<file path="src/common/tisl_regs.svh">
// Register offsets, field positions and reset values of the timer interrupt status logic.
// Assumes byte addresses on a 32-bit plain register port.
`ifndef TISL_REGS_SVH
`define TISL_REGS_SVH

`define TISL_ADDR_W           8
`define TISL_OFS_MASK         8'h18
`define TISL_OFS_RAW          8'h1C
`define TISL_OFS_MASKED       8'h20
`define TISL_OFS_CLEAR        8'h24

`define TISL_BIT_TA_TIMEOUT   0
`define TISL_BIT_CA_MATCH     1
`define TISL_BIT_CA_EVENT     2
`define TISL_BIT_CLOCK_EVENT  3
`define TISL_BIT_TB_TIMEOUT   8
`define TISL_BIT_CB_MATCH     9
`define TISL_BIT_CB_EVENT     10

`define TISL_FLAG_W           11
`define TISL_IMPL_BITS        11'h70F
`define TISL_MASK_RESET       11'h000
`define TISL_FLAGS_RESET      11'h000

`endif

</file>
<file path="src/common/tisl_pkg.sv">
// Types shared by the timer interrupt status logic.
// Assumes tisl_regs.svh supplies the widths.
`include "tisl_regs.svh"

package tisl_pkg;

  typedef logic [`TISL_FLAG_W-1:0] tisl_flags_t;

  // Register port request from software
  typedef struct packed {
    logic [`TISL_ADDR_W-1:0] addr;
    logic [31:0]             wdata;
    logic                    wr;
    logic                    rd;
  } tisl_bus_req_t;

  // Pulses from the timer event sources, one per flag position
  typedef struct packed {
    logic cb_event;
    logic cb_match;
    logic tb_timeout;
    logic clock_event;
    logic ca_event;
    logic ca_match;
    logic ta_timeout;
  } tisl_events_t;

  typedef struct packed {
    tisl_flags_t mask;
    tisl_flags_t raw;
    logic [31:0] rdata;
    logic        irq;
  } tisl_state_t;

endpackage

</file>
<file path="src/tisl_top.sv">
// Interrupt mask, raw flags and masked flags of a dual general-purpose timer.
// Assumes event pulses and the register port are synchronous to SYS_CLK_IN.
// Operation
// - The mask register holds one enable bit per source, one enables and zero disables it.
// - Mask bits sit at 10 cap-B event, 9 cap-B match, 8 tmr-B time-out, 3 clock, 2..0 cap-A/tmr-A.
// - Every mask bit resets to zero so all sources start disabled.
// - A raw flag is set by its event whatever the mask holds.
// - A raw flag stays set until software writes one to its clear bit.
// - The raw register is read-only and uses the mask's bit layout.
// - A masked flag reads set only when its source is enabled and its event has occurred.
// - Writing one to a clear bit also clears the masked flag.
// - The masked register is read-only with the raw register's layout.
// - The clear register is write-one-to-clear and writing zero has no effect.
//
// Implementation choice: the address-and-strobe port.
`timescale 1ns/1ps
`include "tisl_regs.svh"

module tisl_top (
  input  wire logic                  SYS_CLK_IN,
  input  wire logic                  RESET_N_IN,
  input  wire tisl_pkg::tisl_bus_req_t BUS_REQ_IN,
  input  wire tisl_pkg::tisl_events_t  EVENTS_IN,
  output logic [31:0]                BUS_RDATA_OUT,
  output logic                       IRQ_OUT
);
  import tisl_pkg::*;

  // Implemented flag positions; reserved bits read zero and ignore writes
  localparam tisl_flags_t IMPL_BITS   = `TISL_IMPL_BITS;
  localparam tisl_flags_t MASK_RESET  = `TISL_MASK_RESET;
  localparam tisl_flags_t FLAGS_RESET = `TISL_FLAGS_RESET;
  localparam logic [31:0] WORD_ZERO   = 32'h0000_0000;

  tisl_state_t  state_q;
  tisl_state_t  state_d;

  // Decoded strobes of the register port
  logic         mask_wr;
  logic         clear_wr;
  logic         mask_rd;
  logic         raw_rd;
  logic         masked_rd;
  logic         other_rd;

  // Flag vectors in register bit layout
  tisl_flags_t  set_vec;
  tisl_flags_t  clr_vec;
  tisl_flags_t  mask_nxt;
  tisl_flags_t  raw_nxt;
  tisl_flags_t  masked;

  // Per-source views in event order
  tisl_events_t enable_ev;
  tisl_events_t raw_ev;
  tisl_events_t next_ev;
  tisl_events_t masked_ev;

  // Enable bits by name
  logic         tmr_a_timeout_enable;
  logic         cap_a_match_enable;
  logic         cap_a_event_enable;
  logic         clock_event_enable;
  logic         tmr_b_timeout_enable;
  logic         cap_b_match_enable;
  logic         cap_b_event_enable;

  // Raw flags by name
  logic         tmr_a_timeout_raw;
  logic         cap_a_match_raw;
  logic         cap_a_event_raw;
  logic         clock_event_raw;
  logic         tmr_b_timeout_raw;
  logic         cap_b_match_raw;
  logic         cap_b_event_raw;

  // Next raw flags by name
  logic         tmr_a_timeout_next;
  logic         cap_a_match_next;
  logic         cap_a_event_next;
  logic         clock_event_next;
  logic         tmr_b_timeout_next;
  logic         cap_b_match_next;
  logic         cap_b_event_next;

  // Masked flags by name
  logic         tmr_a_timeout_masked;
  logic         cap_a_match_masked;
  logic         cap_a_event_masked;
  logic         clock_event_masked;
  logic         tmr_b_timeout_masked;
  logic         cap_b_match_masked;
  logic         cap_b_event_masked;

  // Packs per-source bits into the register bit layout
  function automatic tisl_flags_t pack_events(input tisl_events_t ev);
    tisl_flags_t f;
    f = '0;
    f[`TISL_BIT_TA_TIMEOUT]  = ev.ta_timeout;
    f[`TISL_BIT_CA_MATCH]    = ev.ca_match;
    f[`TISL_BIT_CA_EVENT]    = ev.ca_event;
    f[`TISL_BIT_CLOCK_EVENT] = ev.clock_event;
    f[`TISL_BIT_TB_TIMEOUT]  = ev.tb_timeout;
    f[`TISL_BIT_CB_MATCH]    = ev.cb_match;
    f[`TISL_BIT_CB_EVENT]    = ev.cb_event;
    return f;
  endfunction

  // Splits a register word back into per-source bits
  function automatic tisl_events_t unpack_flags(input tisl_flags_t f);
    tisl_events_t ev;
    ev.ta_timeout  = f[`TISL_BIT_TA_TIMEOUT];
    ev.ca_match    = f[`TISL_BIT_CA_MATCH];
    ev.ca_event    = f[`TISL_BIT_CA_EVENT];
    ev.clock_event = f[`TISL_BIT_CLOCK_EVENT];
    ev.tb_timeout  = f[`TISL_BIT_TB_TIMEOUT];
    ev.cb_match    = f[`TISL_BIT_CB_MATCH];
    ev.cb_event    = f[`TISL_BIT_CB_EVENT];
    return ev;
  endfunction

  // True when the request writes the given offset
  function automatic logic writes_to(
    input tisl_bus_req_t           req,
    input logic [`TISL_ADDR_W-1:0] ofs
  );
    return req.wr && (req.addr == ofs);
  endfunction

  // True when the request reads the given offset
  function automatic logic reads_from(
    input tisl_bus_req_t           req,
    input logic [`TISL_ADDR_W-1:0] ofs
  );
    return req.rd && (req.addr == ofs);
  endfunction

  // Keeps only implemented flag positions of a data word
  function automatic tisl_flags_t impl_field(input logic [31:0] word);
    return word[`TISL_FLAG_W-1:0] & IMPL_BITS;
  endfunction

  // Widens a flag word onto the data bus, upper bits zero
  function automatic logic [31:0] to_word(input tisl_flags_t f);
    return {{(32-`TISL_FLAG_W){1'b0}}, f};
  endfunction

  // True while any enabled flag is held
  function automatic logic any_masked(
    input tisl_flags_t raw,
    input tisl_flags_t mask
  );
    return |(raw & mask);
  endfunction

  always_comb begin
    mask_wr   = writes_to(BUS_REQ_IN, `TISL_OFS_MASK);
    clear_wr  = writes_to(BUS_REQ_IN, `TISL_OFS_CLEAR);
    mask_rd   = reads_from(BUS_REQ_IN, `TISL_OFS_MASK);
    raw_rd    = reads_from(BUS_REQ_IN, `TISL_OFS_RAW);
    masked_rd = reads_from(BUS_REQ_IN, `TISL_OFS_MASKED);
    other_rd  = BUS_REQ_IN.rd && !(mask_rd || raw_rd || masked_rd);
  end

  // Named views of the held enables and flags
  always_comb begin
    enable_ev = unpack_flags(state_q.mask);
    raw_ev    = unpack_flags(state_q.raw);

    tmr_a_timeout_enable = enable_ev.ta_timeout;
    cap_a_match_enable   = enable_ev.ca_match;
    cap_a_event_enable   = enable_ev.ca_event;
    clock_event_enable   = enable_ev.clock_event;
    tmr_b_timeout_enable = enable_ev.tb_timeout;
    cap_b_match_enable   = enable_ev.cb_match;
    cap_b_event_enable   = enable_ev.cb_event;

    tmr_a_timeout_raw = raw_ev.ta_timeout;
    cap_a_match_raw   = raw_ev.ca_match;
    cap_a_event_raw   = raw_ev.ca_event;
    clock_event_raw   = raw_ev.clock_event;
    tmr_b_timeout_raw = raw_ev.tb_timeout;
    cap_b_match_raw   = raw_ev.cb_match;
    cap_b_event_raw   = raw_ev.cb_event;
  end

  // One cell per source, so every flag follows the same set and clear law
  tisl_flag_cell u_ta_timeout (
    .enable_in    (tmr_a_timeout_enable),
    .raw_in       (tmr_a_timeout_raw),
    .event_in     (set_vec[`TISL_BIT_TA_TIMEOUT]),
    .clear_in     (clr_vec[`TISL_BIT_TA_TIMEOUT]),
    .raw_next_out (tmr_a_timeout_next),
    .masked_out   (tmr_a_timeout_masked)
  );

  tisl_flag_cell u_ca_match (
    .enable_in    (cap_a_match_enable),
    .raw_in       (cap_a_match_raw),
    .event_in     (set_vec[`TISL_BIT_CA_MATCH]),
    .clear_in     (clr_vec[`TISL_BIT_CA_MATCH]),
    .raw_next_out (cap_a_match_next),
    .masked_out   (cap_a_match_masked)
  );

  tisl_flag_cell u_ca_event (
    .enable_in    (cap_a_event_enable),
    .raw_in       (cap_a_event_raw),
    .event_in     (set_vec[`TISL_BIT_CA_EVENT]),
    .clear_in     (clr_vec[`TISL_BIT_CA_EVENT]),
    .raw_next_out (cap_a_event_next),
    .masked_out   (cap_a_event_masked)
  );

  tisl_flag_cell u_clock_event (
    .enable_in    (clock_event_enable),
    .raw_in       (clock_event_raw),
    .event_in     (set_vec[`TISL_BIT_CLOCK_EVENT]),
    .clear_in     (clr_vec[`TISL_BIT_CLOCK_EVENT]),
    .raw_next_out (clock_event_next),
    .masked_out   (clock_event_masked)
  );

  tisl_flag_cell u_tb_timeout (
    .enable_in    (tmr_b_timeout_enable),
    .raw_in       (tmr_b_timeout_raw),
    .event_in     (set_vec[`TISL_BIT_TB_TIMEOUT]),
    .clear_in     (clr_vec[`TISL_BIT_TB_TIMEOUT]),
    .raw_next_out (tmr_b_timeout_next),
    .masked_out   (tmr_b_timeout_masked)
  );

  tisl_flag_cell u_cb_match (
    .enable_in    (cap_b_match_enable),
    .raw_in       (cap_b_match_raw),
    .event_in     (set_vec[`TISL_BIT_CB_MATCH]),
    .clear_in     (clr_vec[`TISL_BIT_CB_MATCH]),
    .raw_next_out (cap_b_match_next),
    .masked_out   (cap_b_match_masked)
  );

  tisl_flag_cell u_cb_event (
    .enable_in    (cap_b_event_enable),
    .raw_in       (cap_b_event_raw),
    .event_in     (set_vec[`TISL_BIT_CB_EVENT]),
    .clear_in     (clr_vec[`TISL_BIT_CB_EVENT]),
    .raw_next_out (cap_b_event_next),
    .masked_out   (cap_b_event_masked)
  );

  // Gathers the cell outputs back into register words
  always_comb begin
    next_ev             = '0;
    next_ev.ta_timeout  = tmr_a_timeout_next;
    next_ev.ca_match    = cap_a_match_next;
    next_ev.ca_event    = cap_a_event_next;
    next_ev.clock_event = clock_event_next;
    next_ev.tb_timeout  = tmr_b_timeout_next;
    next_ev.cb_match    = cap_b_match_next;
    next_ev.cb_event    = cap_b_event_next;

    masked_ev             = '0;
    masked_ev.ta_timeout  = tmr_a_timeout_masked;
    masked_ev.ca_match    = cap_a_match_masked;
    masked_ev.ca_event    = cap_a_event_masked;
    masked_ev.clock_event = clock_event_masked;
    masked_ev.tb_timeout  = tmr_b_timeout_masked;
    masked_ev.cb_match    = cap_b_match_masked;
    masked_ev.cb_event    = cap_b_event_masked;

    raw_nxt = pack_events(next_ev);
    masked  = pack_events(masked_ev);
  end

  // Software side: writes to raw, masked and unmapped offsets are ignored
  always_comb begin
    set_vec  = pack_events(EVENTS_IN) & IMPL_BITS;
    clr_vec  = '0;
    mask_nxt = state_q.mask;
    if (clear_wr) begin
      clr_vec = impl_field(BUS_REQ_IN.wdata);
    end
    if (mask_wr) begin
      mask_nxt = impl_field(BUS_REQ_IN.wdata);
    end
  end

  // Irq registered so the line is glitch free toward the interrupt controller
  always_comb begin
    state_d      = state_q;
    state_d.mask = mask_nxt;
    state_d.raw  = raw_nxt;
    state_d.irq  = any_masked(raw_nxt, mask_nxt);

    state_d.rdata = WORD_ZERO;
    if (mask_rd) begin
      state_d.rdata = to_word(state_q.mask);
    end else if (raw_rd) begin
      state_d.rdata = to_word(state_q.raw);
    end else if (masked_rd) begin
      state_d.rdata = to_word(masked);
    end else if (other_rd) begin
      // Unmapped offsets read zero
      state_d.rdata = WORD_ZERO;
    end
  end

  always_ff @(posedge SYS_CLK_IN or negedge RESET_N_IN) begin
    if (!RESET_N_IN) begin
      state_q.mask  <= MASK_RESET;
      state_q.raw   <= FLAGS_RESET;
      state_q.rdata <= WORD_ZERO;
      state_q.irq   <= 1'b0;
    end else begin
      state_q <= state_d;
    end
  end

  assign BUS_RDATA_OUT = state_q.rdata;
  assign IRQ_OUT       = state_q.irq;

endmodule

// Combinational step of one source: sticky raw flag and its masked view
module tisl_flag_cell (
  input  wire logic enable_in,
  input  wire logic raw_in,
  input  wire logic event_in,
  input  wire logic clear_in,
  output logic      raw_next_out,
  output logic      masked_out
);
  import tisl_pkg::*;

  // Set beats clear so an event in the clearing cycle is not lost
  function automatic logic sticky_next(
    input logic held,
    input logic fire,
    input logic wipe
  );
    return (held & ~wipe) | fire;
  endfunction

  always_comb begin
    raw_next_out = sticky_next(raw_in, event_in, clear_in);
    masked_out   = raw_in & enable_in;
  end

endmodule

</file>
<file path="config.mk">
export PLATFORM = sky130hd
export DESIGN_NAME = tisl_top
export DESIGN_NICKNAME = d
export VERILOG_FILES = /design/src/common/tisl_pkg.sv /design/src/tisl_top.sv
export VERILOG_INCLUDE_DIRS = /design/src /design/src/common
export SDC_FILE = /design/constraint.sdc
export NUM_CORES = 1
export LEC_CHECK = 0
export BUFFER_PORTS_ARGS = -buffer_cell sky130_fd_sc_hd__buf_4
export CORE_UTILIZATION = 37
export CTS_CLUSTER_DIAMETER = 100
export CTS_CLUSTER_SIZE = 16
export DETAILED_ROUTE_END_ITERATION = 16
export PLACE_DENSITY = 0.83
export SETUP_SLACK_MARGIN = 0.2
export SLEW_MARGIN = 25
export SYNTH_ARGS = -nofsm -noshare
export SYNTH_HDL_FRONTEND = slang
export SYNTH_HIERARCHICAL = 1
export SYNTH_SLANG_ARGS = --single-unit
</file>
<file path="constraint.sdc">
create_clock -name SYS_CLK_IN -period 1.3 [get_ports SYS_CLK_IN]
set_input_delay 0 -clock SYS_CLK_IN [delete_from_list [all_inputs] [get_ports SYS_CLK_IN]]
set_output_delay 0 -clock SYS_CLK_IN [all_outputs]
set_load 0.01 [all_outputs]
</file>
---- Word-level counts from Yosys, hierarchy flattened ----
Cells that the tools add are included.
word-level totals
  register bits after elaboration ......... 51
  latch bits .............................. 0
  RAM bits ................................ 0
  ROM bits ................................ 0
  input port bits ......................... 51
  output and inout port bits .............. 33
  memories kept ........................... 0
cells by class
  $add $sub $neg .......................... 0
  multiply operators ...................... 0
  div/mod/pow operators ................... 0
  magnitude comparators ................... 0
  equal/unequal tests ..................... 4
  shifts and indexed selects .............. 0
  muxes and demuxes ....................... 5
  bitwise operators ....................... 29
  reductions and logical operators ........ 6
operators with widths
  kind                  count
  $mux W32              2
  $mux W11              3
  $eq A8 B5 Y1 const B  2
  $eq A8 B6 Y1 const B  2
  $and A1 B1 Y1         14
  $and A11 B11 Y11      1
  $reduce_or A11 Y1     1
  $not A1 Y1            7
  $or A1 B1 Y1          7
  $logic_and A1 B1 Y1   5

---- Depth between registers and ports, before layout ----
  word-level depth ........................ 8
  depth in mapped cells ................... 9
  gate-level depth less buffers ........... 9

---- Cells and area by module ----
Netlist, hierarchy kept.
modules (own cells, without submodules)
  module          instances  cells an instance  area each (sq um)  seq. area each (sq um)
  tisl_top        1          100                1151.1             550.5
  tisl_flag_cell  7          3                  17.5               0.0

---- Worst setup path before layout ----
OpenSTA, ideal clock, no wires.
  path kind ............................... input to register
  start ................................... in BUS_REQ_IN[38] in the netlist's numbering
  end ..................................... reg state_q (netlist bit IRQ_OUT)
  arrival time ............................ 1.940 ns
  required time ........................... 1.174 ns
  path slack .............................. -0.766 ns
  cell stages on the path ................. 8
  path buffers ............................ 0
  cell sequence ........................... or4b_2 -> nor3_1 -> and2_1 -> inv_1 -> a21o_1 -> a22oi_1 -> nand3_1 -> a221o_1
RTL lines
  what                  line             RTL
  from (decl)           tisl_top.sv:22   input wire tisl_pkg::tisl_bus_req_t BUS_REQ_IN,
  to (signal assigned)  tisl_top.sv:315  state_q <= state_d;
  to (decl)             tisl_top.sv:35   tisl_state_t state_q;

==> results.md <==
- The flow ran to the end, but the final reports show violations.
- The final reports fail on hold timing, setup timing.
- The number of nets still failing antenna checks after routing is 0.
- The floorplan step set the die height to slightly above 60 um.
- In this run the static leakage power is 0.912 nW.
- The dominant delay contributor by cell family on the critical path is simple AND/OR/NAND/NOR gates.
- The critical path goes through buf_6 > or4b_4 > nor3_4 > and2_1 > inv_1 > a21o_1 > a22oi_1 > nand3_1 > a221o_1.
- Compared with the post-synthesis result, the final layout area differs by 43.7%.
- The final layout contains routed wiring with a total length of 3.01 mm.
- By count the netlist is led by sky130_fd_sc_hd__buf_4, sky130_fd_sc_hd__dfrtp_1, sky130_fd_sc_hd__and2_1.
- The I/O pin count is 84.
- The worst hold path belongs to the class primary input to flip-flop.
- The horizontal extent of the die is just over 60 um.
- The repair_antennas step left the layout with diodes totalling 0.
- CTS built an H-tree with a depth of 1.
- The clock drives 22 sinks.
- The overall global routing resource usage is 0.175.
- The cell type of the slowest stage on the worst timing path is sky130_fd_sc_hd__or4b_4.
- The smallest clock period supported by the final layout is computed as around 1700 ps.
- At the end of routability-driven placement, the weighted congestion stood at 0.792.
- In this run, CTS created clock tree buffers numbering 3.
- The total power is 0.00148 W.
- The die area is 0.00368 mm2.
- After floorplanning, the core was divided into 20 placement rows.
- In this run the worst path has a maximum fanout of 7.
- The via count is around 1,100.
- The final HPWL from detailed placement is 2.04 mm.
- The routed length per instance is 13.5 um.
- The share of synthesized area in the top cell type comes to 0.432.
- The worst setup path is captured at a flip-flop.
- The number of buffers and inverters on the critical path is 2.
- The initial standard-cell utilization of the core is 0.404.
- After the last flow step, the layout net total stands at 231.
- The post-route clock skew is 21.6 ps.
- Of the cells placed in the final design, the portion with a size suffix greater than 1 is 0.441.
- The netlist area before placement is 0.00127 mm2.
- The count of maximum capacitance violations is 0.
- The count of port buffers added during placement is 33.
- On the final layout, the worst hold slack is -92.4 ps.
- Averaged over all synthesized cells, the footprint is around 11 um2.
- Of the available clock period, the critical path in the final layout requires 1.34.
- STA puts the critical path data required time at 1530 ps.
- The reg-to-reg setup timing slack is 0 ps.
- The filler cells instantiated in the layout total 282.
- The most instantiated library cell after synthesis is sky130_fd_sc_hd__buf_4.
- Across all setup checks in the final design, the least slack found is -436 ps.
- The unique cell type count in the Yosys netlist is 24.
- The number of buffers on the longest clock path is 2.
- The total overflow left after global routing is 0.
- The first detailed-routing pass took 4 iterations.
- Ranked by total cell area, the synthesized netlist is headed by sky130_fd_sc_hd__dfrtp_1, sky130_fd_sc_hd__buf_4, sky130_fd_sc_hd__and2_1, sky130_fd_sc_hd__a21o_1, sky130_fd_sc_hd__mux2_2.
- Yosys mapped a number of flops with a built-in enable equal to 0.
- For this run, the leading register cell type out of synthesis is sky130_fd_sc_hd__dfrtp_1.
- The worst-case IR drop observed on VDD is 0.494 mV.
- The final hold violation count came to 5.
- The largest single stage delay on the critical path is 550 ps.
- Setup repair after global routing could not meet its margin everywhere.
- The number of global-route vias before repair is 1,029.
- Buffers inserted to repair hold after CTS numbered 9.
- Power spread over the standard cell area amounts to slightly above 800 mW/mm2.
- The first global-routing pass estimated 4.65 mm of wire.
- The path type of the worst setup path is primary input to flip-flop.
- The post-route DRC violation count is 0.
- Dividing the detail-routed via count by the number of cells gives 4.79.
- The initial antenna violation count is 0.
- Setup violations remaining at the end of the flow were counted as 6.
- The register bit total from synthesis is 22.
- STA classifies the critical path startpoint as a primary input.
- The met2 usage in global routing is 0.336.
- Synthesis produced 121 cells.
- The final-report max-slew violation count is 0.
- The TritonCTS clock tree is yes.
- At the end of the flow the core is filled with cells to 0.581.
- For met1 alone, demand over resource in global routing was 0.198.
- The clock input transition at the sequential cells of the worst setup and hold paths is 130 ps.
- Summed over all instances, the cell type with the most area after synthesis is sky130_fd_sc_hd__dfrtp_1.
- The core region area is 0.00315 mm2.
- During synthesis, Yosys emitted a total of 6 warnings.
- The clock reaches the later pin of the worst-skew pair after 320 ps.
- The initial detailed-routing violation count is 29.
- Derived from the worst setup path, the maximum achievable clock frequency is 576 MHz.
- The maximum number of pins on one net before global-route repair is 23.
- The sequential share of the synthesized area is 0.432.
- For this run, global-route usage on met3 was measured as 0.0469.
- The arrival time at the worst endpoint is 1960 ps.
- The layer flagged by global routing as most heavily used is met2.
- The root buffer selected by CTS is sky130_fd_sc_hd__clkbuf_4.
- For this run, asynchronously set or reset flops after synthesis account for 1.00.
[worst paths after layout]
check                              endpoint  cells after the start             from
min in group asynchronous  BUS_RDATA_OUT[9]                      2       RESET_N_IN
max in group asynchronous  BUS_RDATA_OUT[0]                      2       RESET_N_IN
hold / removal              cap_a_event_raw                      2     EVENTS_IN[2]
setup / recovery                    IRQ_OUT                      9   BUS_REQ_IN[40]
hold reg to reg            BUS_RDATA_OUT[3]                      1  clock_event_raw
setup reg to reg                    IRQ_OUT                      4  cap_a_event_raw
[sequential cells by signal (all words and copies together), names as in the netlist]
| register | flops |
|---|---|
| cap_b_match_raw | 1 |
| clock_event_raw | 1 |
| enable_ev | 2 |
| cap_a_event_raw | 1 |
| IRQ_OUT | 1 |
| cap_a_match_enable | 1 |
| cap_a_event_enable | 1 |
| cap_b_event_raw | 1 |
| clock_event_enable | 1 |
| cap_b_event_enable | 1 |
| cap_a_match_raw | 1 |
| raw_ev | 2 |
| cap_b_match_enable | 1 |
| BUS_RDATA_OUT | 7 |
[layout make-up]
class / count / area (um2) / area share
multi-input combinational: 89 / 662 / 0.362
sequential: 22 / 551 / 0.301
timing repair buffer: 57 / 484 / 0.265
tap: 44 / 55.1 / 0.0301
clock inverter: 1 / 30.0 / 0.0164
inverter: 7 / 26.3 / 0.0144
clock buffer: 3 / 22.5 / 0.0123
[per-stage QoR]
stage / cells / TNS, ps / hold WS (ps) / worst slack (ps) / cell area (um2)
floorplan: 145 / -1770 / -296 / -504 / 1400
global placement: 207 / -6480 / -104 / -706 / 1590
detailed placement: 207 / -6920 / -101 / -792 / 1590
CTS: 220 / -476 / -84.8 / -406 / 1770
global route: 223 / -701 / -98.0 / -512 / 1830
finish: 223 / -535 / -92.4 / -436 / 1830
[worst register-to-register path, cell delays in order (launching register included)]
cell	delay (ps)
sky130_fd_sc_hd__dfrtp_1	420
sky130_fd_sc_hd__a21o_1	210
sky130_fd_sc_hd__a22oi_1	190
sky130_fd_sc_hd__nand3_1	100
sky130_fd_sc_hd__a221o_1	290
[logic make-up (layout without fill, tap and decap cells)]
kind of cell           count (synthesis)  count (layout)  share of synthesized area
AO/OA/AOI/OAI                         26              26                      0.164
multiplexers                           7               7                     0.0648
buffers and inverters                 34              68                      0.180
AND/OR/NAND/NOR                       31              31                      0.156
other                                  1              25                    0.00294
flip-flops                            22              22                      0.432
[where the power goes]
group          switching [W]  internal (W)  total (W)
combinational       0.000109      0.000133   0.000242
clock               0.000212      0.000312   0.000525
sequential         0.0000145      0.000703   0.000717
total               0.000336       0.00115    0.00148
[metal layers]
layer / wire (um) / up-vias
met2: 1640 / 52
li1: - / 491
met4: 34 / 0
met5: 0 / -
met1: 1150 / 519
met3: 194 / 7
[cell usage in the layout, fill, tap and decap left out, drive strengths merged]
| cell | synthesis | final |
|---|---|---|
| a21o | 11 | 11 |
| a221o | 4 | 4 |
| a22o | 4 | 4 |
| a22oi | 6 | 6 |
| a31oi | 1 | 1 |
| and2 | 17 | 17 |
| and4 | 1 | 1 |
| buf | 26 | 48 |
| bufinv | 0 | 1 |
| clkbuf | 1 | 3 |
| conb | 1 | 25 |
| dfrtp | 22 | 22 |
| dlygate4sd3 | 0 | 9 |
| inv | 7 | 7 |
| mux2 | 7 | 7 |
| nand2 | 1 | 1 |
| nand3 | 2 | 2 |
| nor2 | 1 | 1 |
| nor3 | 3 | 3 |
| nor4 | 1 | 1 |
| or2 | 1 | 1 |
| or4 | 1 | 1 |
| or4b | 3 | 3 |
[repair_timing]
action	4_1_cts	5_1_grt
setup buffers	0	3
pin swaps	11	12
gates resized for setup	10	14
setup endpoints to repair	22	21
hold endpoints to repair	36	5
Power figures use the tool's default switching activity.
